`config.mk`:
```
export PLATFORM = sky130hd
export DESIGN_NAME = pci_window_translation
export DESIGN_NICKNAME = d
export VERILOG_FILES = /design/src/pci_window_pkg.sv /design/src/window_decode.sv /design/src/pci_window_translation.sv
export SDC_FILE = /design/constraint.sdc
export NUM_CORES = 1
export LEC_CHECK = 0
export BUFFER_PORTS_ARGS = -buffer_cell sky130_fd_sc_hd__buf_2
export CAP_MARGIN = 30
export CORE_MARGIN = 8
export CORE_UTILIZATION = 45
export CTS_CLUSTER_SIZE = 14
export DETAILED_ROUTE_END_ITERATION = 10
export GPL_TIMING_DRIVEN = 0
export PLACE_DENSITY = 0.73
export SETUP_SLACK_MARGIN = 0.5
export SYNTH_ARGS = -nofsm -noshare
export SYNTH_HDL_FRONTEND = slang
export SYNTH_SLANG_ARGS = --single-unit
```
`constraint.sdc`:
```
create_clock -name clk -period 10.1 [get_ports clk]
set_input_delay 2.02 -clock clk [delete_from_list [all_inputs] [get_ports clk]]
set_output_delay 2.02 -clock clk [all_outputs]
set_load 0.01 [all_outputs]
```
`src/pci_window_pkg.sv`:
```
// Constants and carrier types for the PCI window and translation logic
package pci_window_pkg;

  // Configuration offsets (byte offsets in each side's config space)
  localparam logic [7:0]  CFG_BAR2_OFF      = 8'h18;
  localparam logic [7:0]  CFG_IN_XLATE_OFF  = 8'h40;
  localparam logic [7:0]  CFG_IN_SIZE_OFF   = 8'h44;
  localparam logic [7:0]  CFG_OUT_REMAP_OFF = 8'h48;
  localparam logic [7:0]  CFG_OUT_SIZE_OFF  = 8'h4C;
  localparam logic [7:0]  CFG_PRECFG_OFF    = 8'h50;
  localparam logic [7:0]  CFG_BR_BAR0_OFF   = 8'h60;
  localparam logic [7:0]  CFG_STRIDE        = 8'h04;
  localparam logic [7:0]  CFG_UTIL_BASE_OFF = 8'h78;

  // Field positions
  localparam int          PRECFG_DONE_BIT   = 0;
  localparam int          IO_SPACE_BIT      = 0;

  // Window sizes as address masks
  localparam logic [31:0] WIN_64M_MASK      = 32'hFC00_0000;
  localparam logic [31:0] REGION_1M_MASK    = 32'hFFF0_0000;

  // Reset values
  localparam logic [31:0] IN_XLATE_RST      = 32'h0000_0000;
  localparam logic [31:0] OUT_REMAP_RST     = 32'h0000_0000;
  localparam logic [31:0] UTIL_BASE_RST     = 32'h0000_0000;
  localparam logic [31:0] BAR_RST           = 32'h0000_0000;

  // Local bus targets of the segmentation units
  localparam logic [31:0] SEG0_LOCAL_BASE   = 32'hC000_0000;
  localparam logic [31:0] SEG1_LOCAL_BASE   = 32'hC800_0000;

  // Window indices
  localparam int          NWIN     = 7;
  localparam int          NBR      = 4;
  localparam int          W_IN     = 0;
  localparam int          W_OUT    = 1;
  localparam int          W_BR0    = 2;
  localparam int          W_UTIL   = 6;

  typedef struct packed {
    logic        valid;
    logic        wr;
    logic [7:0]  off;
    logic [31:0] wdata;
  } cfg_req_s;

  typedef struct packed {
    logic        valid;
    logic        wr;
    logic [31:0] addr;
  } mem_req_s;

  typedef enum logic [2:0] {
    TGT_NONE,
    TGT_CFG_MEM,
    TGT_CFG_IO,
    TGT_SEG0,
    TGT_SEG1
  } target_e;

endpackage : pci_window_pkg

```
`src/window_decode.sv`:
```
// Base/mask window hit detector with offset extraction
`timescale 1ns/100ps
`default_nettype none
module window_decode (
  input  wire logic [31:0] base,
  input  wire logic [31:0] mask,
  input  wire logic [31:0] addr,
  input  wire logic        en,
  output logic             hit,
  output logic [31:0]      offset
);
  assign hit    = en && ((addr & mask) == (base & mask));
  assign offset = addr & ~mask;
endmodule : window_decode
`default_nettype wire

```
`src/pci_window_translation.sv`:
```
// Inbound/outbound windows, bridge regions and config spaces of the board
// Function
// - Host and local config spaces are separate; neither reaches the other.
// - Host config cycles are retried until local preconfiguration is marked done.
// - Inbound window 0 requests 64 MB and its translation resets to zero.
// - Inbound hits map window base to DRAM at the translation value (zero after reset), keeping the offset.
// - Every claimed inbound transaction is forwarded onto the local segment.
// - Outbound window 0 is 64 MB with remap zero by default.
// - A new outbound remap value moves the window on the backplane.
// - The local-bus bridge requests four 1 MB regions.
// - Third bridge region goes to segmentation unit 0 at 0xC00xxxxx.
// - Fourth bridge region goes to segmentation unit 1 at 0xC80xxxxx.
// - Bridge is big-endian; unit registers and own registers both pass unswapped, swapping is the requester's.
// - Utilities block base sits at config offset 0x78, read back locally.
`timescale 1ns/100ps
`default_nettype none
module pci_window_translation (
  input  wire logic                        clk,
  input  wire logic                        rst,
  input  wire pci_window_pkg::cfg_req_s    host_cfg,
  output var  logic                        host_cfg_ack,
  output var  logic                        host_cfg_retry,
  output var  logic [31:0]                 host_cfg_rdata,
  input  wire pci_window_pkg::cfg_req_s    loc_cfg,
  output var  logic                        loc_cfg_ack,
  output var  logic [31:0]                 loc_cfg_rdata,
  input  wire pci_window_pkg::mem_req_s    host_mem,
  output var  logic                        inbound_claim,
  output var  pci_window_pkg::mem_req_s    inbound_fwd,
  input  wire pci_window_pkg::mem_req_s    local_mem,
  output var  logic                        outbound_claim,
  output var  pci_window_pkg::mem_req_s    outbound_fwd,
  output var  pci_window_pkg::mem_req_s    lbus_fwd,
  output var  pci_window_pkg::target_e     lbus_target,
  output var  logic                        util_hit
);

  // Configuration state
  logic [31:0] host_bar2_q, host_bar2_d;
  logic        host_bar2_set_q, host_bar2_set_d;
  logic [31:0] out_base_q, out_base_d;
  logic        out_base_set_q, out_base_set_d;
  logic [31:0] in_xlate_q, in_xlate_d;
  logic [31:0] out_remap_q, out_remap_d;
  logic        precfg_done_q, precfg_done_d;
  logic [31:0] util_base_q, util_base_d;
  logic [31:0] br_bar_q [pci_window_pkg::NBR];
  logic [31:0] br_bar_d [pci_window_pkg::NBR];
  logic [pci_window_pkg::NBR-1:0] br_set_q, br_set_d;
  logic        host_ack_d, host_retry_d, loc_ack_d;
  logic [31:0] host_rdata_d, loc_rdata_d;
  logic                        in_claim_d, out_claim_d, util_hit_d;
  pci_window_pkg::mem_req_s    in_fwd_d, out_fwd_d, lbus_fwd_d;
  pci_window_pkg::target_e     lbus_tgt_d;
  logic [31:0]                 win_base [pci_window_pkg::NWIN];
  logic [31:0]                 win_mask [pci_window_pkg::NWIN];
  logic [31:0]                 win_addr [pci_window_pkg::NWIN];
  logic [31:0]                 win_off  [pci_window_pkg::NWIN];
  logic [pci_window_pkg::NWIN-1:0] win_en, win_hit;
  always_comb begin
    win_base[pci_window_pkg::W_IN]   = host_bar2_q;
    win_mask[pci_window_pkg::W_IN]   = pci_window_pkg::WIN_64M_MASK;
    win_addr[pci_window_pkg::W_IN]   = host_mem.addr;
    // Inbound window only live once the host could assign it
    win_en[pci_window_pkg::W_IN]     = precfg_done_q && host_bar2_set_q;
    win_base[pci_window_pkg::W_OUT]  = out_base_q;
    win_mask[pci_window_pkg::W_OUT]  = pci_window_pkg::WIN_64M_MASK;
    win_addr[pci_window_pkg::W_OUT]  = local_mem.addr;
    win_en[pci_window_pkg::W_OUT]    = out_base_set_q;
    win_base[pci_window_pkg::W_UTIL] = util_base_q;
    win_mask[pci_window_pkg::W_UTIL] = pci_window_pkg::REGION_1M_MASK;
    win_addr[pci_window_pkg::W_UTIL] = local_mem.addr;
    win_en[pci_window_pkg::W_UTIL]   = 1'b1;
    for (int i = 0; i < pci_window_pkg::NBR; i++) begin
      win_base[pci_window_pkg::W_BR0+i] = br_bar_q[i];
      win_mask[pci_window_pkg::W_BR0+i] = pci_window_pkg::REGION_1M_MASK;
      win_addr[pci_window_pkg::W_BR0+i] = local_mem.addr;
      win_en[pci_window_pkg::W_BR0+i]   = br_set_q[i];
    end
  end
  genvar g;
  generate
    for (g = 0; g < pci_window_pkg::NWIN; g++) begin : g_win
      window_decode u_dec (
        .base   (win_base[g]),
        .mask   (win_mask[g]),
        .addr   (win_addr[g]),
        .en     (win_en[g]),
        .hit    (win_hit[g]),
        .offset (win_off[g])
      );
    end
  endgenerate
  // Config spaces: host side only sees its BAR, local side owns the rest
  always_comb begin
    host_bar2_d     = host_bar2_q;
    host_bar2_set_d = host_bar2_set_q;
    out_base_d      = out_base_q;
    out_base_set_d  = out_base_set_q;
    in_xlate_d      = in_xlate_q;
    out_remap_d     = out_remap_q;
    precfg_done_d   = precfg_done_q;
    util_base_d     = util_base_q;
    br_bar_d        = br_bar_q;
    br_set_d        = br_set_q;
    host_ack_d      = 1'b0;
    host_retry_d    = 1'b0;
    host_rdata_d    = 32'h0000_0000;
    loc_ack_d       = 1'b0;
    loc_rdata_d     = 32'h0000_0000;
    if (host_cfg.valid) begin
      if (!precfg_done_q) begin
        host_retry_d = 1'b1;
      end else begin
        host_ack_d = 1'b1;
        if (host_cfg.off == pci_window_pkg::CFG_BAR2_OFF) begin
          // Mask gives the 64 MB size request on read-back
          host_rdata_d = host_bar2_q & pci_window_pkg::WIN_64M_MASK;
          if (host_cfg.wr) begin
            host_bar2_d     = host_cfg.wdata & pci_window_pkg::WIN_64M_MASK;
            host_bar2_set_d = 1'b1;
          end
        end
      end
    end
    if (loc_cfg.valid) begin
      loc_ack_d = 1'b1;
      case (loc_cfg.off)
        pci_window_pkg::CFG_BAR2_OFF: begin
          loc_rdata_d = out_base_q;
          if (loc_cfg.wr) begin
            out_base_d     = loc_cfg.wdata & pci_window_pkg::WIN_64M_MASK;
            out_base_set_d = 1'b1;
          end
        end
        pci_window_pkg::CFG_IN_XLATE_OFF: begin
          loc_rdata_d = in_xlate_q;
          if (loc_cfg.wr) in_xlate_d = loc_cfg.wdata & pci_window_pkg::WIN_64M_MASK;
        end
        pci_window_pkg::CFG_IN_SIZE_OFF,
        pci_window_pkg::CFG_OUT_SIZE_OFF: begin
          loc_rdata_d = pci_window_pkg::WIN_64M_MASK;
        end
        pci_window_pkg::CFG_OUT_REMAP_OFF: begin
          loc_rdata_d = out_remap_q;
          if (loc_cfg.wr) out_remap_d = loc_cfg.wdata & pci_window_pkg::WIN_64M_MASK;
        end
        pci_window_pkg::CFG_PRECFG_OFF: begin
          loc_rdata_d[pci_window_pkg::PRECFG_DONE_BIT] = precfg_done_q;
          if (loc_cfg.wr) begin
            // Local side releases the host retry here
            precfg_done_d = loc_cfg.wdata[pci_window_pkg::PRECFG_DONE_BIT];
          end
        end
        pci_window_pkg::CFG_UTIL_BASE_OFF: begin
          loc_rdata_d = util_base_q;
          if (loc_cfg.wr) util_base_d = loc_cfg.wdata & pci_window_pkg::REGION_1M_MASK;
        end
        default: begin
          for (int i = 0; i < pci_window_pkg::NBR; i++) begin
            if (loc_cfg.off == pci_window_pkg::CFG_BR_BAR0_OFF
                + 8'(i) * pci_window_pkg::CFG_STRIDE) begin
              loc_rdata_d = br_bar_q[i];
              if (i == 1) loc_rdata_d[pci_window_pkg::IO_SPACE_BIT] = 1'b1;
              if (loc_cfg.wr) begin
                br_bar_d[i] = loc_cfg.wdata & pci_window_pkg::REGION_1M_MASK;
                br_set_d[i] = 1'b1;
              end
            end
          end
        end
      endcase
    end
  end
  always_ff @(posedge clk or posedge rst) begin
    if (rst) begin
      host_bar2_q     <= pci_window_pkg::BAR_RST;
      host_bar2_set_q <= 1'b0;
      out_base_q      <= pci_window_pkg::BAR_RST;
      out_base_set_q  <= 1'b0;
      in_xlate_q      <= pci_window_pkg::IN_XLATE_RST;
      out_remap_q     <= pci_window_pkg::OUT_REMAP_RST;
      precfg_done_q   <= 1'b0;
      util_base_q     <= pci_window_pkg::UTIL_BASE_RST;
      br_bar_q        <= '{default: pci_window_pkg::BAR_RST};
      br_set_q        <= '0;
      host_cfg_ack    <= 1'b0;
      host_cfg_retry  <= 1'b0;
      host_cfg_rdata  <= 32'h0000_0000;
      loc_cfg_ack     <= 1'b0;
      loc_cfg_rdata   <= 32'h0000_0000;
    end else begin
      host_bar2_q     <= host_bar2_d;
      host_bar2_set_q <= host_bar2_set_d;
      out_base_q      <= out_base_d;
      out_base_set_q  <= out_base_set_d;
      in_xlate_q      <= in_xlate_d;
      out_remap_q     <= out_remap_d;
      precfg_done_q   <= precfg_done_d;
      util_base_q     <= util_base_d;
      br_bar_q        <= br_bar_d;
      br_set_q        <= br_set_d;
      host_cfg_ack    <= host_ack_d;
      host_cfg_retry  <= host_retry_d;
      host_cfg_rdata  <= host_rdata_d;
      loc_cfg_ack     <= loc_ack_d;
      loc_cfg_rdata   <= loc_rdata_d;
    end
  end
  // Address decode and translation
  always_comb begin
    in_claim_d  = 1'b0;
    out_claim_d = 1'b0;
    util_hit_d  = 1'b0;
    in_fwd_d    = '0;
    out_fwd_d   = '0;
    lbus_fwd_d  = '0;
    lbus_tgt_d  = pci_window_pkg::TGT_NONE;
    if (host_mem.valid && win_hit[pci_window_pkg::W_IN]) begin
      in_claim_d     = 1'b1;
      in_fwd_d.valid = 1'b1;
      in_fwd_d.wr    = host_mem.wr;
      // Translation is 64 MB aligned, so OR equals add
      in_fwd_d.addr  = win_off[pci_window_pkg::W_IN] | in_xlate_q;
    end
    if (local_mem.valid) begin
      lbus_fwd_d.wr = local_mem.wr;
      if (win_hit[pci_window_pkg::W_OUT]) begin
        out_claim_d     = 1'b1;
        out_fwd_d.valid = 1'b1;
        out_fwd_d.wr    = local_mem.wr;
        out_fwd_d.addr  = win_off[pci_window_pkg::W_OUT] | out_remap_q;
      end else if (win_hit[pci_window_pkg::W_BR0+2]) begin
        // Unit registers pass unswapped: bridge runs big-endian
        lbus_fwd_d.valid = 1'b1;
        lbus_tgt_d       = pci_window_pkg::TGT_SEG0;
        lbus_fwd_d.addr  = pci_window_pkg::SEG0_LOCAL_BASE
                         | win_off[pci_window_pkg::W_BR0+2];
      end else if (win_hit[pci_window_pkg::W_BR0+3]) begin
        lbus_fwd_d.valid = 1'b1;
        lbus_tgt_d       = pci_window_pkg::TGT_SEG1;
        lbus_fwd_d.addr  = pci_window_pkg::SEG1_LOCAL_BASE
                         | win_off[pci_window_pkg::W_BR0+3];
      end else if (win_hit[pci_window_pkg::W_BR0]) begin
        lbus_fwd_d.valid = 1'b1;
        lbus_tgt_d       = pci_window_pkg::TGT_CFG_MEM;
        lbus_fwd_d.addr  = win_off[pci_window_pkg::W_BR0];
      end else if (win_hit[pci_window_pkg::W_BR0+1]) begin
        lbus_fwd_d.valid = 1'b1;
        lbus_tgt_d       = pci_window_pkg::TGT_CFG_IO;
        lbus_fwd_d.addr  = win_off[pci_window_pkg::W_BR0+1];
      end else if (win_hit[pci_window_pkg::W_UTIL]) begin
        util_hit_d = 1'b1;
      end
      // Any other address is left unclaimed
    end
  end
  always_ff @(posedge clk or posedge rst) begin
    if (rst) begin
      inbound_claim  <= 1'b0;
      inbound_fwd    <= '0;
      outbound_claim <= 1'b0;
      outbound_fwd   <= '0;
      lbus_fwd       <= '0;
      lbus_target    <= pci_window_pkg::TGT_NONE;
      util_hit       <= 1'b0;
    end else begin
      inbound_claim  <= in_claim_d;
      inbound_fwd    <= in_fwd_d;
      outbound_claim <= out_claim_d;
      outbound_fwd   <= out_fwd_d;
      lbus_fwd       <= lbus_fwd_d;
      lbus_target    <= lbus_tgt_d;
      util_hit       <= util_hit_d;
    end
  end

  property p_host_retry;
    @(posedge clk) disable iff (rst)
    host_cfg.valid && !precfg_done_q |=> host_cfg_retry && !host_cfg_ack;
  endproperty
  a_host_retry: assert property (p_host_retry) else $error("host cfg not retried");
  property p_cfg_isolated;
    @(posedge clk) disable iff (rst)
    loc_cfg.valid && loc_cfg.wr && !host_cfg.valid |=> $stable(host_bar2_q);
  endproperty
  a_cfg_isolated: assert property (p_cfg_isolated) else $error("host space changed");
  property p_in_xlate;
    @(posedge clk) disable iff (rst)
    host_mem.valid && win_hit[pci_window_pkg::W_IN] |=> inbound_claim && inbound_fwd.valid
      && inbound_fwd.addr == (($past(host_mem.addr) & ~pci_window_pkg::WIN_64M_MASK)
      | $past(in_xlate_q));
  endproperty
  a_in_xlate: assert property (p_in_xlate) else $error("inbound translation wrong");
  property p_out_remap;
    @(posedge clk) disable iff (rst)
    local_mem.valid && win_hit[pci_window_pkg::W_OUT] |=> outbound_claim
      && outbound_fwd.addr == (($past(local_mem.addr) & ~pci_window_pkg::WIN_64M_MASK)
      | $past(out_remap_q));
  endproperty
  a_out_remap: assert property (p_out_remap) else $error("outbound remap wrong");
  property p_seg0;
    @(posedge clk) disable iff (rst)
    lbus_target == pci_window_pkg::TGT_SEG0 |-> lbus_fwd.valid
      && (lbus_fwd.addr & pci_window_pkg::REGION_1M_MASK) == pci_window_pkg::SEG0_LOCAL_BASE;
  endproperty
  a_seg0: assert property (p_seg0) else $error("unit 0 address wrong");
  property p_seg1;
    @(posedge clk) disable iff (rst)
    lbus_target == pci_window_pkg::TGT_SEG1 |-> lbus_fwd.valid
      && (lbus_fwd.addr & pci_window_pkg::REGION_1M_MASK) == pci_window_pkg::SEG1_LOCAL_BASE;
  endproperty
  a_seg1: assert property (p_seg1) else $error("unit 1 address wrong");
  property p_miss;
    @(posedge clk) disable iff (rst)
    local_mem.valid && win_hit[pci_window_pkg::W_UTIL:pci_window_pkg::W_OUT] == '0
      |=> !outbound_claim && !lbus_fwd.valid && !util_hit;
  endproperty
  a_miss: assert property (p_miss) else $error("unmapped address claimed");
  property p_region_size;
    @(posedge clk) disable iff (rst)
    loc_cfg.valid && loc_cfg.wr && loc_cfg.off == pci_window_pkg::CFG_BR_BAR0_OFF
      |=> (br_bar_q[0] & ~pci_window_pkg::REGION_1M_MASK) == 32'h0000_0000 && br_set_q[0];
  endproperty
  a_region_size: assert property (p_region_size) else $error("region not 1 MB");
  property p_util_read;
    @(posedge clk) disable iff (rst)
    loc_cfg.valid && !loc_cfg.wr && loc_cfg.off == pci_window_pkg::CFG_UTIL_BASE_OFF
      |=> loc_cfg_ack && loc_cfg_rdata == $past(util_base_q);
  endproperty
  a_util_read: assert property (p_util_read) else $error("utilities base wrong");

endmodule : pci_window_translation
`default_nettype wire

```
Word level (Yosys, flattened, before mapping) --
Cells that the tools add are included.
Operators by class: multiplexer cells 45, reduce and logical (&&, ||, !) cells 21, equal/unequal tests 19, bitwise operators 3
Operators by type and width (count):
- $mux 32 | 11
- $pmux 31 s6 | 1
- $mux 34 | 4
- $eq 8x7->1 const B | 10
- $or 26x32->32 | 2
- $eq 12x12->1 | 5
- $mux 20 | 2
- $mux 1 | 20
- $reduce_and 4->1 | 5
- $eq 8x5->1 const B | 2
- $reduce_and 3->1 | 5
- $eq 6x6->1 | 2
- $mux 3 | 4
- $logic_and 1x1->1 | 8
- $reduce_or 7->1 | 1
- $reduce_or 6->1 | 1
- $mux 2 | 2
- $pmux 1 s2 | 1
- $reduce_or 2->1 | 1
- $not 1->1 | 1
Storage, ports and cells: word-level logic and storage cells 122, flip-flop bits (word level) 266, bits of input ports 154, output and inout port bits 175

Longest topological paths before layout --
Gate-level depths: netlist of the first run.
word-level depth 8, depth in mapped cells 9, mapped depth without buffers 5

Hierarchy --
From an unflattened synthesis of the first run, not the netlist that was laid out.
Unflattened totals: cells, all modules 1332, area total of the unflattened synthesis 13947.1 µm²
Modules (own cells, without submodules):
- pci_window_translation | times used 1, cells each 737, sequential area each 5480.3 µm², area an instance 9366.5 µm²
- window_decode | times used 7, cells each 85, sequential area each 0.0 µm², area an instance 654.4 µm²

Worst setup path after synthesis of the first run --
OpenSTA, ideal clock, no wires.
path type input -> register, from in loc_cfg[34] in the netlist's numbering, to reg util_base_q[20], path buffers 2, data required time 9.975 ns, arrival time 3.522 ns, cell stages on the path 6, setup slack 6.453 ns, library setup time 0.125 ns, cell sequence buf_2 nor4b_4 nand3_2 nor3_2 buf_4 mux2_2
Between the ends: cells in the longest elaborated chain, start to end 2
Ends and longest elaborated chain:
- start: declaration | RTL line pci_window_translation.sv:24 | input wire pci_window_pkg::cfg_req_s loc_cfg,
- $eq 8x7->1 | RTL line pci_window_translation.sv:128 | case (loc_cfg.off)
- $reduce_and 3->1 (no line)
- end signal: assignment | RTL line pci_window_translation.sv:184 | util_base_q <= pci_window_pkg::UTIL_BASE_RST;
- end signal: assignment | RTL line pci_window_translation.sv:200 | util_base_q <= util_base_d;
- end: declaration | RTL line pci_window_translation.sv:46 | logic [31:0] util_base_q, util_base_d;
Every way passes these cells. A chain may end at the register's enable or synchronous reset.

Final worst setup path of the first run --
from in loc_cfg[37] in the netlist's numbering, to reg loc_cfg_rdata[22]
Between the ends: cells in the longest elaborated chain, start to end 7, elaborated cells on any way between the ends 18, those cells by class eq/ne (11); mux (6); reduce/logical (1)
Ends and longest elaborated chain:
- $eq 8x7->1 | RTL line pci_window_translation.sv:161 | if (loc_cfg.off == pci_window_pkg::CFG_BR_BAR0_OFF
- $mux 32 (4 in a row) | RTL line pci_window_translation.sv:161
- $pmux 31 s6 (*) | RTL line pci_window_translation.sv:128
- $mux 32 (*) | RTL line pci_window_translation.sv:126 | if (loc_cfg.valid) begin
- named net loc_rdata_d[22] | RTL line pci_window_translation.sv:51 | logic [31:0] host_rdata_d, loc_rdata_d;
- end signal: assignment | RTL line pci_window_translation.sv:207 | loc_cfg_rdata <= loc_rdata_d;
- end: declaration | RTL line pci_window_translation.sv:26 | output var logic [31:0] loc_cfg_rdata,
Mark *: on every way through the listed nets, which the timed path passes. The rest lies on a longest branch.

==> metrics.md, run 1 <==
| Metric | Value |
|---|---|
| Status | completed |
| Gate Count Post-Synth | 756 |
| Fmax | 0.266 GHz |
| Clk buf depth | 3 |
| CP startpoint kind | input port |
| Final cell count without fillers | 1337 |
| Die ar. | 0.0256 mm2 |
| Vias per inst | 4.98 |
| Port bufs | 216 |
| FF+latch count, synth | 208 |
| FF-to-FF setup slack | 7820 ps |
| Worst-case reg-to-reg path depth | 6 |
| Post-Route WL | 25600 um |
| Post-synth EDFFs | 0 |
| R2R Path End | lbus_fwd[5] |
| # fillers | 1738 |
| Antenna Nets Post-Route | 0 |
| Req. time, crit path | 10470 ps |
| PwrDens | 159 mW/mm2 |
| Max-slew violations | 0 |
| Max Cap Viol | 0 |
| Worst-path clk slew | 60 ps |
| Core ar. | 0.0203 mm2 |
| Worst Hold Class | reg -> reg |
| Worst r2r src | br_bar_q[62] |
| Final min period | 3750 ps |
| Vias post-DR | 6652 |
| CTS sink cnt | 208 |
| Clock root buffer | clkbuf_16 |
| Post-route setup TNS | 0 ps |
| Setup Buffers After CTS | 0 |
| Rows | 52 |
| CTS H-tree lvls | 1 |
| Total congestion overflow | 0 |
| I/O pins | 329 |
| Total GRT Usage | 19.4% |
| Worst setup path endpoint | loc_cfg_rdata[22] |
| Global placement routability congestion | 0.905 |
| Setup CP Type | in -> reg |
| First drt pass iteration count | 4 |
| Peak supply drop | 0.0824 mV |
| Maximum fanout along the worst path | 10 |
| Crit path from | loc_cfg[37] |
| Mapped Area | 0.00932 mm2 |
| Crit-path most repeated cell | buf_2 |
| Synth unique cells | 49 |
| Post-synth ARST share | 100% |
| CP Capture Type | flop |
| Period utilization | 37.2% |
| Syn. warnings | 0 |
| Largest net degree at the start of global routing | 120 |
| Final setup fails | 0 |
| Clock skew | 22.3 ps |
| Critical path's largest stage delay | 500 ps |
| CP Cell Sequence | buf_2, buf_2, nor3b_1, a311oi_1, nor3_1, buf_2, a211oi_1, a211oi_1 |
| Arr. time, crit path | 4120 ps |
| Final hold vios | 0 |
| Die Y | 160 um |
| Remaining DRCs | 0 |
| CTS buffer count | 22 |
| Post-synthesis sequential area ratio | 55.9% |
| Area grow syn2layout | 26.3% |
| Final Power | 1870 uW |
| Post-route cell area | 0.0118 mm2 |
| Routed wire per std cell | 19.1 um |
| Layout cells sized above 1 | 41.0% |
| Final Util | 58.0% |
| Global-route wire length before repair | 39600 um |
| Mean post-synth cell area | 12.3 um2 |
| Die width | 160 um |
| CTS tree | yes |
| Fin nets | 1204 |
| Post-CTS Hold Buffers | 0 |
| Main synth FF type | dfrtp_1 |
| Initial antenna violation count | 1 |
| Placed Instance Area | 0.0110 mm2 |
| Slowest CP cell | nor3_1 |
| DP Wirelength | 19200 um |
| Unrepaired setup endpoints after global routing | no |
| Tightest Pin Transition | 940 ps |
| Leak pwr | 0.00636 uW |
| Relative slew slack | 36.8% |
| Initial core utilization | 45.9% |
| Vias in the first global route | 6893 |
| # resized after CTS | 0 |
| Skew-Pair Late Insertion Delay | 500 ps |
| Dpl cells | 1296 |
| Initial DRC count | 415 |
==> cell usage after synthesis, drive strengths merged (2+ instances only) <==
master	number	share of area [%]
nor4	8	0.70
or4	4	0.32
nor4b	3	0.44
nand2	18	0.73
buf	89	6.7
nor3b	2	0.16
nor3	17	1.3
o2bb2ai	6	0.56
nand3b	2	0.16
xnor2	59	5.5
or2	3	0.20
a221oi	6	0.56
xor2	14	1.3
a2bb2oi	7	0.66
and2	65	4.4
nand3	8	0.48
or3	2	0.13
a21oi	7	0.38
inv	2	0.081
o21ai	8	0.43
and3	34	2.3
nand2b	4	0.27
clkbuf	15	0.60
dfrtp	208	56
a211oi	8	0.64
nor2b	3	0.20
nor2	28	1.1
nand4	14	0.94
a22oi	14	1.1
mux2	90	11
==> metrics by stage <==
step	setup slack [ps]	hold slack [ps]
final	6350	471
after global routing	6230	487
after CTS	6440	472
after detailed placement	5950	453
after global placement	243	451
after floorplan	2400	435
==> power breakdown <==
part	internal [uW]	switching (uW)
Sequential	844	9.67
Combinational	60.4	80.6
Clock	547	324
==> worst min-delay path by stage <==
stage	start	end	cells after the start	slack (ps)
6_report	br_set_q[3]	br_set_q[3]	1	470
5_1_grt	br_set_q[1]	br_set_q[1]	1	490
4_1_cts	br_set_q[2]	br_set_q[2]	1	470
3_5_place_dp	out_base_set_q	out_base_set_q	1	450
3_3_place_gp	br_set_q[1]	br_set_q[1]	1	450
2_1_floorplan	br_set_q[0]	br_set_q[0]	1	430
==> flip-flops by register name, summed over array words and instances (netlist names), 2 cells and up <==
register and cells:
lbus_fwd 24, br_bar_q 48, br_set_q 4, out_remap_q 6
host_bar2_q 6, in_xlate_q 6, outbound_fwd 33, loc_cfg_rdata 13
inbound_fwd 33, util_base_q 12, lbus_target 2, out_base_q 6
host_cfg_rdata 6
==> layout by cell type (no fill, tap or decap), types with 6 or more instances in the layout <==
cell type / instances
conb_1: 54
a22oi_1: 14
o2bb2ai_1: 6
and3_1: 34
mux2_1: 7
a21oi_1: 7
mux2_2: 83
xor2_1: 14
clkbuf_1: 18
nand4_1: 14
a2bb2oi_1: 7
nor3_1: 13
nand3_1: 7
buf_2: 234
a211oi_1: 8
xnor2_1: 59
o21ai_0: 7
dfrtp_1: 208
clkbuf_16: 23
and2_1: 64
nor2_1: 28
a221oi_1: 6
nand2_1: 18
buf_4: 67
nor4_1: 7
==> per-layer routing <==
layer  GRT usage (%)  share of wire [%]
met2            33.6                 51
met1            23.3                 39
met4            6.92                2.7
met3            4.55                7.6
met5               0                  0
==> area by class of cell <==
type,instances,area (um2),share of cell area [%]
diodes,1,2.50,0.0213
plain buffers,104,679,5.77
clock buffers,30,642,5.45
clock inverters,10,155,1.32
inverters,2,15.0,0.128
multi-input cells,495,3620,30.8
flip-flops and latches,208,5200,44.2
well taps,270,338,2.87
repair buffers,217,1110,9.42
==> cell families after synthesis <==
family                    share of synthesized area [%]
buffers and inverters                              7.37
xor gates and xnor gates                           6.86
other                                            0.0403
and+or+nand+nor                                    14.2
muxes                                              10.9
DFF                                                55.9
AOI/OAI and AO/OA                                  4.73
==> worst max-delay path: cells and delay by family <==
family / cells / cell delay [ps]
AOI/OAI and AO/OA: 3 / 540
buffers and inverters: 3 / 670
and+or+nand+nor: 2 / 890
Power figures use the tool's default switching activity.
==> inputs of run 2 (changes only) <==
Settings changed: ABC_AREA set to 1.
Clock period 10.1 ns to 3.66 ns, I/O delays scaled along.
==> metrics.md, run 2 <==
| Metric | Value |
|---|---|
| Period utilization | 59.9% |
| CP Cell Sequence | buf_2, nor2_2, nand3_2, inv_2, nand2_1, inv_1, nand3_2, buf_2, nand2_1, o21ai_1 |
| DP Wirelength | 23800 um (+24%) |
| Main synth FF type | dfrtp_1 |
| Req. time, crit path | 4040 ps (-6430 ps) |
| FF+latch count, synth | 208 (unchanged) |
| Slack of the critical path | 1470 ps (-4880 ps) |
| Maximum fanout along the worst path | 10 (unchanged) |
| Max-slew violations | 0 (unchanged) |
| CTS buffer count | 22 (unchanged) |
| Clock root buffer | clkbuf_16 |
| Worst Hold Class | in -> async |
| Commonest non-fill, non-tap cell in the layout | nand2_1 |
| Final Power | 5410 uW (+190%) |
| Vias post-DR | 8507 (+28%) |
| Fin nets | 1625 (+35%) |
| Fmax | 0.456 GHz |
| Rows | 53 (+1.9%) |
| Post-route setup TNS | 0 ps (unchanged) |
| Post-synth ARST share | 100% (unchanged) |
| Top-count cell post-synth | nand2_1 |
| Synth top area share | 54.3% (-1.6 points) |
| First drt pass iteration count | 5 (+1) |
| Leading cell types in the layout, fill and taps excluded | 292 x nand2_1, 242 x buf_2, 208 x dfrtp_1 |
| I/O pins | 329 (unchanged) |
| Peak supply drop | 0.222 mV (+170%) |
| Antenna Nets Post-Route | 0 (unchanged) |
| Net Sw Frac | 22.3% (+0.13 points) |
| Dpl ws | 987 ps (-4960 ps) |
| Setup Buffers After CTS | 0 (unchanged) |
| Setup CP Type | in -> reg |
| CP Capture Type | flop |
| Clk buf depth | 3 (unchanged) |
| Unrepaired setup endpoints after global routing | no |
| CTS tree | yes |
| CP startpoint kind | input port |
| Vias per inst | 4.83 (-3.0%) |
| Skew-Pair Late Insertion Delay | 500 ps (about the same) |
| Initial antenna violation count | 1 (unchanged) |
| Syn. warnings | 0 (unchanged) |
| Max Cap Viol | 0 (unchanged) |
| Total GRT Usage | 23.1% (+3.7 points) |
| Die ar. | 0.0262 mm2 (+2.6%) |
| Clk pwr share | 48.8% (+2.1 points) |
| Tightest Pin Transition | 932 ps (-7.51 ps) |
| # resized after CTS | 0 (unchanged) |
| Combinational share of power | 7.7% (about the same) |
| Initial DRC count | 803 (+93%) |
| Port bufs | 225 (+4.2%) |
| Slowest CP cell | inv_1 |
| Mean post-synth cell area | 8.24 um2 (-33%) |
| Seq pwr share | 43.5% (-2.3 points) |
| Final setup fails | 0 (unchanged) |
| Area grow syn2layout | 27.7% |
| PwrDens | 442 mW/mm2 (+180%) |
| Post-Route WL | 30800 um (+21%) |
| Arr. time, crit path | 2570 ps (-1550 ps) |
| Die width | 162 um (+1.3%) |
| Gate Count Post-Synth | 1164 (+54%) |
| Die Y | 162 um (+1.3%) |
| Post-CTS Hold Buffers | 0 (unchanged) |
| Mapped Area | 0.00959 mm2 (+2.9%) |
| Sw power | 1210 uW (+190%) |
| Post-synth EDFFs | 0 (unchanged) |
| Global placement routability congestion | 0.919 (+1.5%) |
| Initial core utilization | 45.8% (-0.14 points) |
| Synth unique cells | 42 (-14%) |
| Largest net degree at the start of global routing | 46 (-62%) |
| Synth top area cells | dfrtp_1 54%, nand2_1 11%, inv_1 6.7% |
| Global-route wire length before repair | 47500 um (+20%) |
| Core ar. | 0.0210 mm2 (+3.2%) |
| Worst-path clk slew | 60 ps (about the same) |
| Vias in the first global route | 8697 (+26%) |
| Relative slew slack | 37.7% (+0.95 points) |
| Clock skew | 14.6 ps (-7.71 ps) |
| Routed wire per std cell | 17.5 um (-8.6%) |
| CTS sink cnt | 208 (unchanged) |
| Most flop-heavy register | br_bar_q |
| Total congestion overflow | 0 (unchanged) |
| Synth area leader | dfrtp_1 |
| Top Registers | br_bar_q (48), inbound_fwd (33), outbound_fwd (33) |
| Max reg flops | 48 (unchanged) |
| Remaining DRCs | 0 (unchanged) |
| Final min period | 2190 ps |
| Status | completed |
| Layout cells sized above 1 | 25.8% (-15 points) |
| Critical path's largest stage delay | 350 ps (-150 ps) |
| Int Pwr | 4210 uW (+190%) |
| Leak pwr | 0.00693 uW (+8.9%) |
| Post-synthesis sequential area ratio | 54.3% (-1.6 points) |
| CTS H-tree lvls | 1 (unchanged) |
| Post-synth top cells | 292 x nand2_1, 208 x dfrtp_1, 172 x inv_1, 161 x nor2_1 |
| Final hold vios | 0 (unchanged) |
-- run 2: cell families after synthesis --
| group | synth area share (%) |
|---|---|
| AO/OA/AOI/OAI | 7.58 |
| XOR/XNOR | 1.10 |
| buffers and inverters | 13.4 |
| flip-flops | 54.3 |
| multiplexers | 0.822 |
| other | 0.0391 |
| AND/OR/NAND/NOR | 22.7 |
-- run 2: layout make-up --
cell class,count,area (um2)
clock buffer,28,634
tap,275,344
clock inverter,12,241
fill,1909,8720
timing repair buffer,230,1230
sequential,208,5200
multi-input combinational,736,3290
inverter,181,683
buffer,92,609
antenna,1,2.50
-- run 2: final timing paths --
| check | start | end | slack (ps) | depth (start not counted) |
|---|---|---|---|---|
| worst max-delay path | loc_cfg[33] | br_bar_q[57] | 1470 | 10 |
| worst min-delay path | rst | host_bar2_set_q | 420 | 2 |
| worst max register to register | br_bar_q[61] | lbus_fwd[10] | 1780 | 7 |
| worst min register to register | br_set_q[0] | br_set_q[0] | 460 | 2 |
| max in group asynchronous | rst | br_bar_q[84] | 2310 | 4 |
| min in group clk | host_mem[9] | inbound_fwd[9] | 430 | 3 |
-- run 2: power groups by stage --
stage	sequential [uW]	combinational, uW	clock, uW
after global routing	2360	466	2760
final	2360	417	2640
after global placement	2400	390	0
after floorplan	2400	247	0
after CTS	2360	412	2670
after detailed placement	2400	410	0
-- run 2: metrics by stage --
| stage | hold slack [ps] | cells | util, % | instance area [um2] |
|---|---|---|---|---|
| after floorplan | 421 | 1217 | - | 9790 |
| after global placement | 436 | 1717 | 53.7 | 11300 |
| after detailed placement | 437 | 1722 | 54.2 | 11400 |
| after CTS | 419 | 1762 | 58.4 | 12200 |
| after global routing | 431 | 1763 | 58.4 | 12200 |
| final | 424 | 1763 | 58.4 | 12200 |
-- run 2: layer usage --
metal  wire (um)  global-route usage [%]
met5           0                       0
met4        1020                    8.54
met1       11700                    27.5
met3        3010                    5.54
met2       15000                    40.0
-- run 2: critical path, delay by kind of cell --
kind	cells	cell delay [ps]
buf+inv	4	900
compound gates	1	60
simple gates	5	870
==> inputs of run 3 (changes only) <==
Settings changed: ABC_AREA 1 to 0, PLACE_DENSITY 0.73 to 0.76.
Clock period 3.66 ns to 1.77 ns, I/O delays scaled along.
==> metrics.md, run 3 (synthesized netlist as in run 1, its figures left out) <==
| Metric | Value |
|---|---|
| CP startpoint kind | flop |
| Clk buf depth | 3 (unchanged) |
| Leak pwr | 0.00754 uW (+8.8%) |
| WHS | -17.6 ps (-441 ps) |
| Delay-heaviest family, CP | simple AND/OR/NAND/NOR gates |
| Total congestion overflow | 0 (unchanged) |
| Tightest Pin Transition | 848 ps (-83.9 ps) |
| Critical path's largest stage delay | 580 ps (+230 ps) |
| Die ar. | 0.0256 mm2 (-2.6%) |
| Worst r2r src | br_bar_q[61] |
| Post-route cell area | 0.0149 mm2 (+22%) |
| Initial antenna violation count | 0 (-1) |
| Top Registers | br_bar_q (48), inbound_fwd (33), outbound_fwd (33) |
| Vias per inst | 5.48 (+13%) |
| Worst-path clk slew | 60 ps (about the same) |
| Final hold vios | 18 (+18) |
| CP Capture Type | flop |
| # fillers | 1173 (-39%) |
| Combinational share of power | 10.4% (+2.7 points) |
| Int Pwr | 8460 uW (+100%) |
| I/O pins | 329 (unchanged) |
| CTS tree | yes |
| Area grow syn2layout | 60.0% |
| Rows | 52 (-1.9%) |
| Antenna Nets Post-Route | 0 (unchanged) |
| Worst Hold Class | in -> async |
| Period utilization | 128% |
| CTS sink cnt | 208 (unchanged) |
| Global-route wire length before repair | 45500 um (-4.2%) |
| Placed Instance Area | 0.0116 mm2 (+2.1%) |
| CP bufs+invs | 1 (-3) |
| CTS buffer count | 22 (unchanged) |
| Vias post-DR | 7830 (-8.0%) |
| Die Y | 160 um (-1.3%) |
| Final Util | 73.4% (+15 points) |
| Seq pwr share | 44.2% (+0.7 points) |
| Leading cell types in the layout, fill and taps excluded | 201 x dfrtp_1, 156 x buf_2, 111 x buf_6 |
| Clock skew | 15.3 ps (+0.696 ps) |
| Slowest CP cell | or4_4 |
| Max reg flops | 48 (unchanged) |
| Total GRT Usage | 22.5% (-0.58 points) |
| Final cell count without fillers | 1430 (-19%) |
| Failing checks | negative hold slack, negative setup slack |
| Vias in the first global route | 7768 (-11%) |
| Peak supply drop | 0.541 mV (+140%) |
| Core ar. | 0.0203 mm2 (-3.1%) |
| Routed wire per std cell | 24.3 um (+39%) |
| Arr. time, crit path | 2690 ps (+120 ps) |
| Maximum fanout along the worst path | 5 (-5) |
| Most flop-heavy register | br_bar_q |
| Initial DRC count | 584 (-27%) |
| FF-to-FF setup slack | -490 ps (-2270 ps) |
| Net Sw Frac | 23.5% (+1.2 points) |
| Final min period | 2260 ps |
| Fmax | 0.443 GHz |
| Setup CP Type | reg -> reg |
| Commonest non-fill, non-tap cell in the layout | dfrtp_1 |
| Req. time, crit path | 2210 ps (-1830 ps) |
| Worst-case reg-to-reg path depth | 6 (-1) |
| Max Cap Viol | 0 (unchanged) |
| Max-slew violations | 0 (unchanged) |
| Clock root buffer | clkbuf_16 |
| Clk pwr share | 45.3% (-3.5 points) |
| Port bufs | 216 (-4.0%) |
| Unrepaired setup endpoints after global routing | yes |
| Relative slew slack | 43.3% (+5.5 points) |
| CP Cell Sequence | xnor2_1, nand4_1, or4_4, a41oi_4, buf_6, and2_4 |
| Remaining DRCs | 0 (unchanged) |
| Status | finished, violations left |
| R2R Path End | lbus_fwd[17] |
| Post-Route WL | 34700 um (+13%) |
| Global placement routability congestion | 0.846 (-7.9%) |
| Skew-Pair Late Insertion Delay | 510 ps (about the same) |
| Largest net degree at the start of global routing | 47 (+2.2%) |
| Die width | 160 um (-1.3%) |
| PwrDens | 742 mW/mm2 (+68%) |
| Layout cells sized above 1 | 63.2% (+37 points) |
| Slack of the critical path | -487 ps (-1950 ps) |
| DP Wirelength | 19900 um (-16%) |
| ANT cells | 0 (-1) |
| CTS H-tree lvls | 1 (unchanged) |
| Final setup fails | 26 (+26) |
| First drt pass iteration count | 5 (unchanged) |
| Dpl cells | 1300 (-25%) |
| Fin nets | 1302 (-20%) |
| Initial core utilization | 45.9% (+0.14 points) |
| Sw power | 2600 uW (+120%) |
## run 3: cell count changes in the layout (fill, tap and decap cells not counted), sizes merged, moves of 9 or more
cell	before	now
nand2	294	18
inv	181	1
nor2	165	28
buf	312	411
o21ai	105	8
mux2	7	90
and2	0	65
xnor2	10	59
and3	0	34
nand3	36	8
a22oi	0	14
xor2	2	14
nand4	3	14
o211ai	9	0
## run 3: worst max path at each step
stage,startpoint,end,slack (ps),cells past startpoint
CTS,br_bar_q[126],lbus_fwd[10],-260,6
floorplan,rst,br_bar_q[116],-1280,1
global route,br_bar_q[61],lbus_fwd[13],-480,6
finish,br_bar_q[61],lbus_fwd[17],-490,6
detailed placement,loc_cfg[35],out_base_q[26],-740,6
global placement,rst,loc_cfg_rdata[24],-2430,2
## run 3: layout make-up
class	count	area [um2]	area share [%]
multi-input cells	495	5010	33.6
well taps	270	338	2.27
flip-flops and latches	208	5210	35.0
repair buffers	314	2520	16.9
plain buffers	104	1030	6.92
clock buffers	30	642	4.31
clock inverters	6	136	0.915
inverters	2	11.3	0.0755
repair inverters	1	5.00	0.0336
## run 3: power by group through the flow
stage	clock network, uW	registers [uW]	logic [uW]
2_1_floorplan	0	4950	580
3_3_place_gp	0	4960	849
3_5_place_dp	0	4960	893
4_1_cts	4980	4880	997
5_1_grt	5250	4890	1220
6_report	5010	4890	1150
## run 3: stage by stage
stage | worst slack (ps) | power [uW] | TNS [ps] | hold WS, ps
after floorplan | -1280 | 5530 | -275300 | 385
after global placement | -2430 | 5810 | -545850 | 449
after detailed placement | -743 | 5850 | -46180 | 452
after CTS | -259 | 10900 | -5120 | 46.2
after global routing | -484 | 11400 | -10200 | 35.2
final | -487 | 11100 | -9920 | -17.6
## run 3: repair_timing
item                       4_1_cts  5_1_grt
cloned                           8        4
hold endpoints to repair         0       16
hold buffers                     0        1
setup endpoints to repair      308      347
pin swaps                       52       70
resized for setup              210      197
setup buffers                   48       33
## run 3: metal layers
| layer | track usage (%) | part of all wire (%) | vias up | wire [um] |
|---|---|---|---|---|
| met4 | 9.60 | 6.2 | 0 | 2150 |
| met5 | 0 | 0 | - | 0 |
| met1 | 26.2 | 36 | 3886 | 12500 |
| met3 | 6.04 | 8.4 | 158 | 2910 |
| li1 | - | - | 3281 | - |
| met2 | 38.8 | 50 | 505 | 17200 |
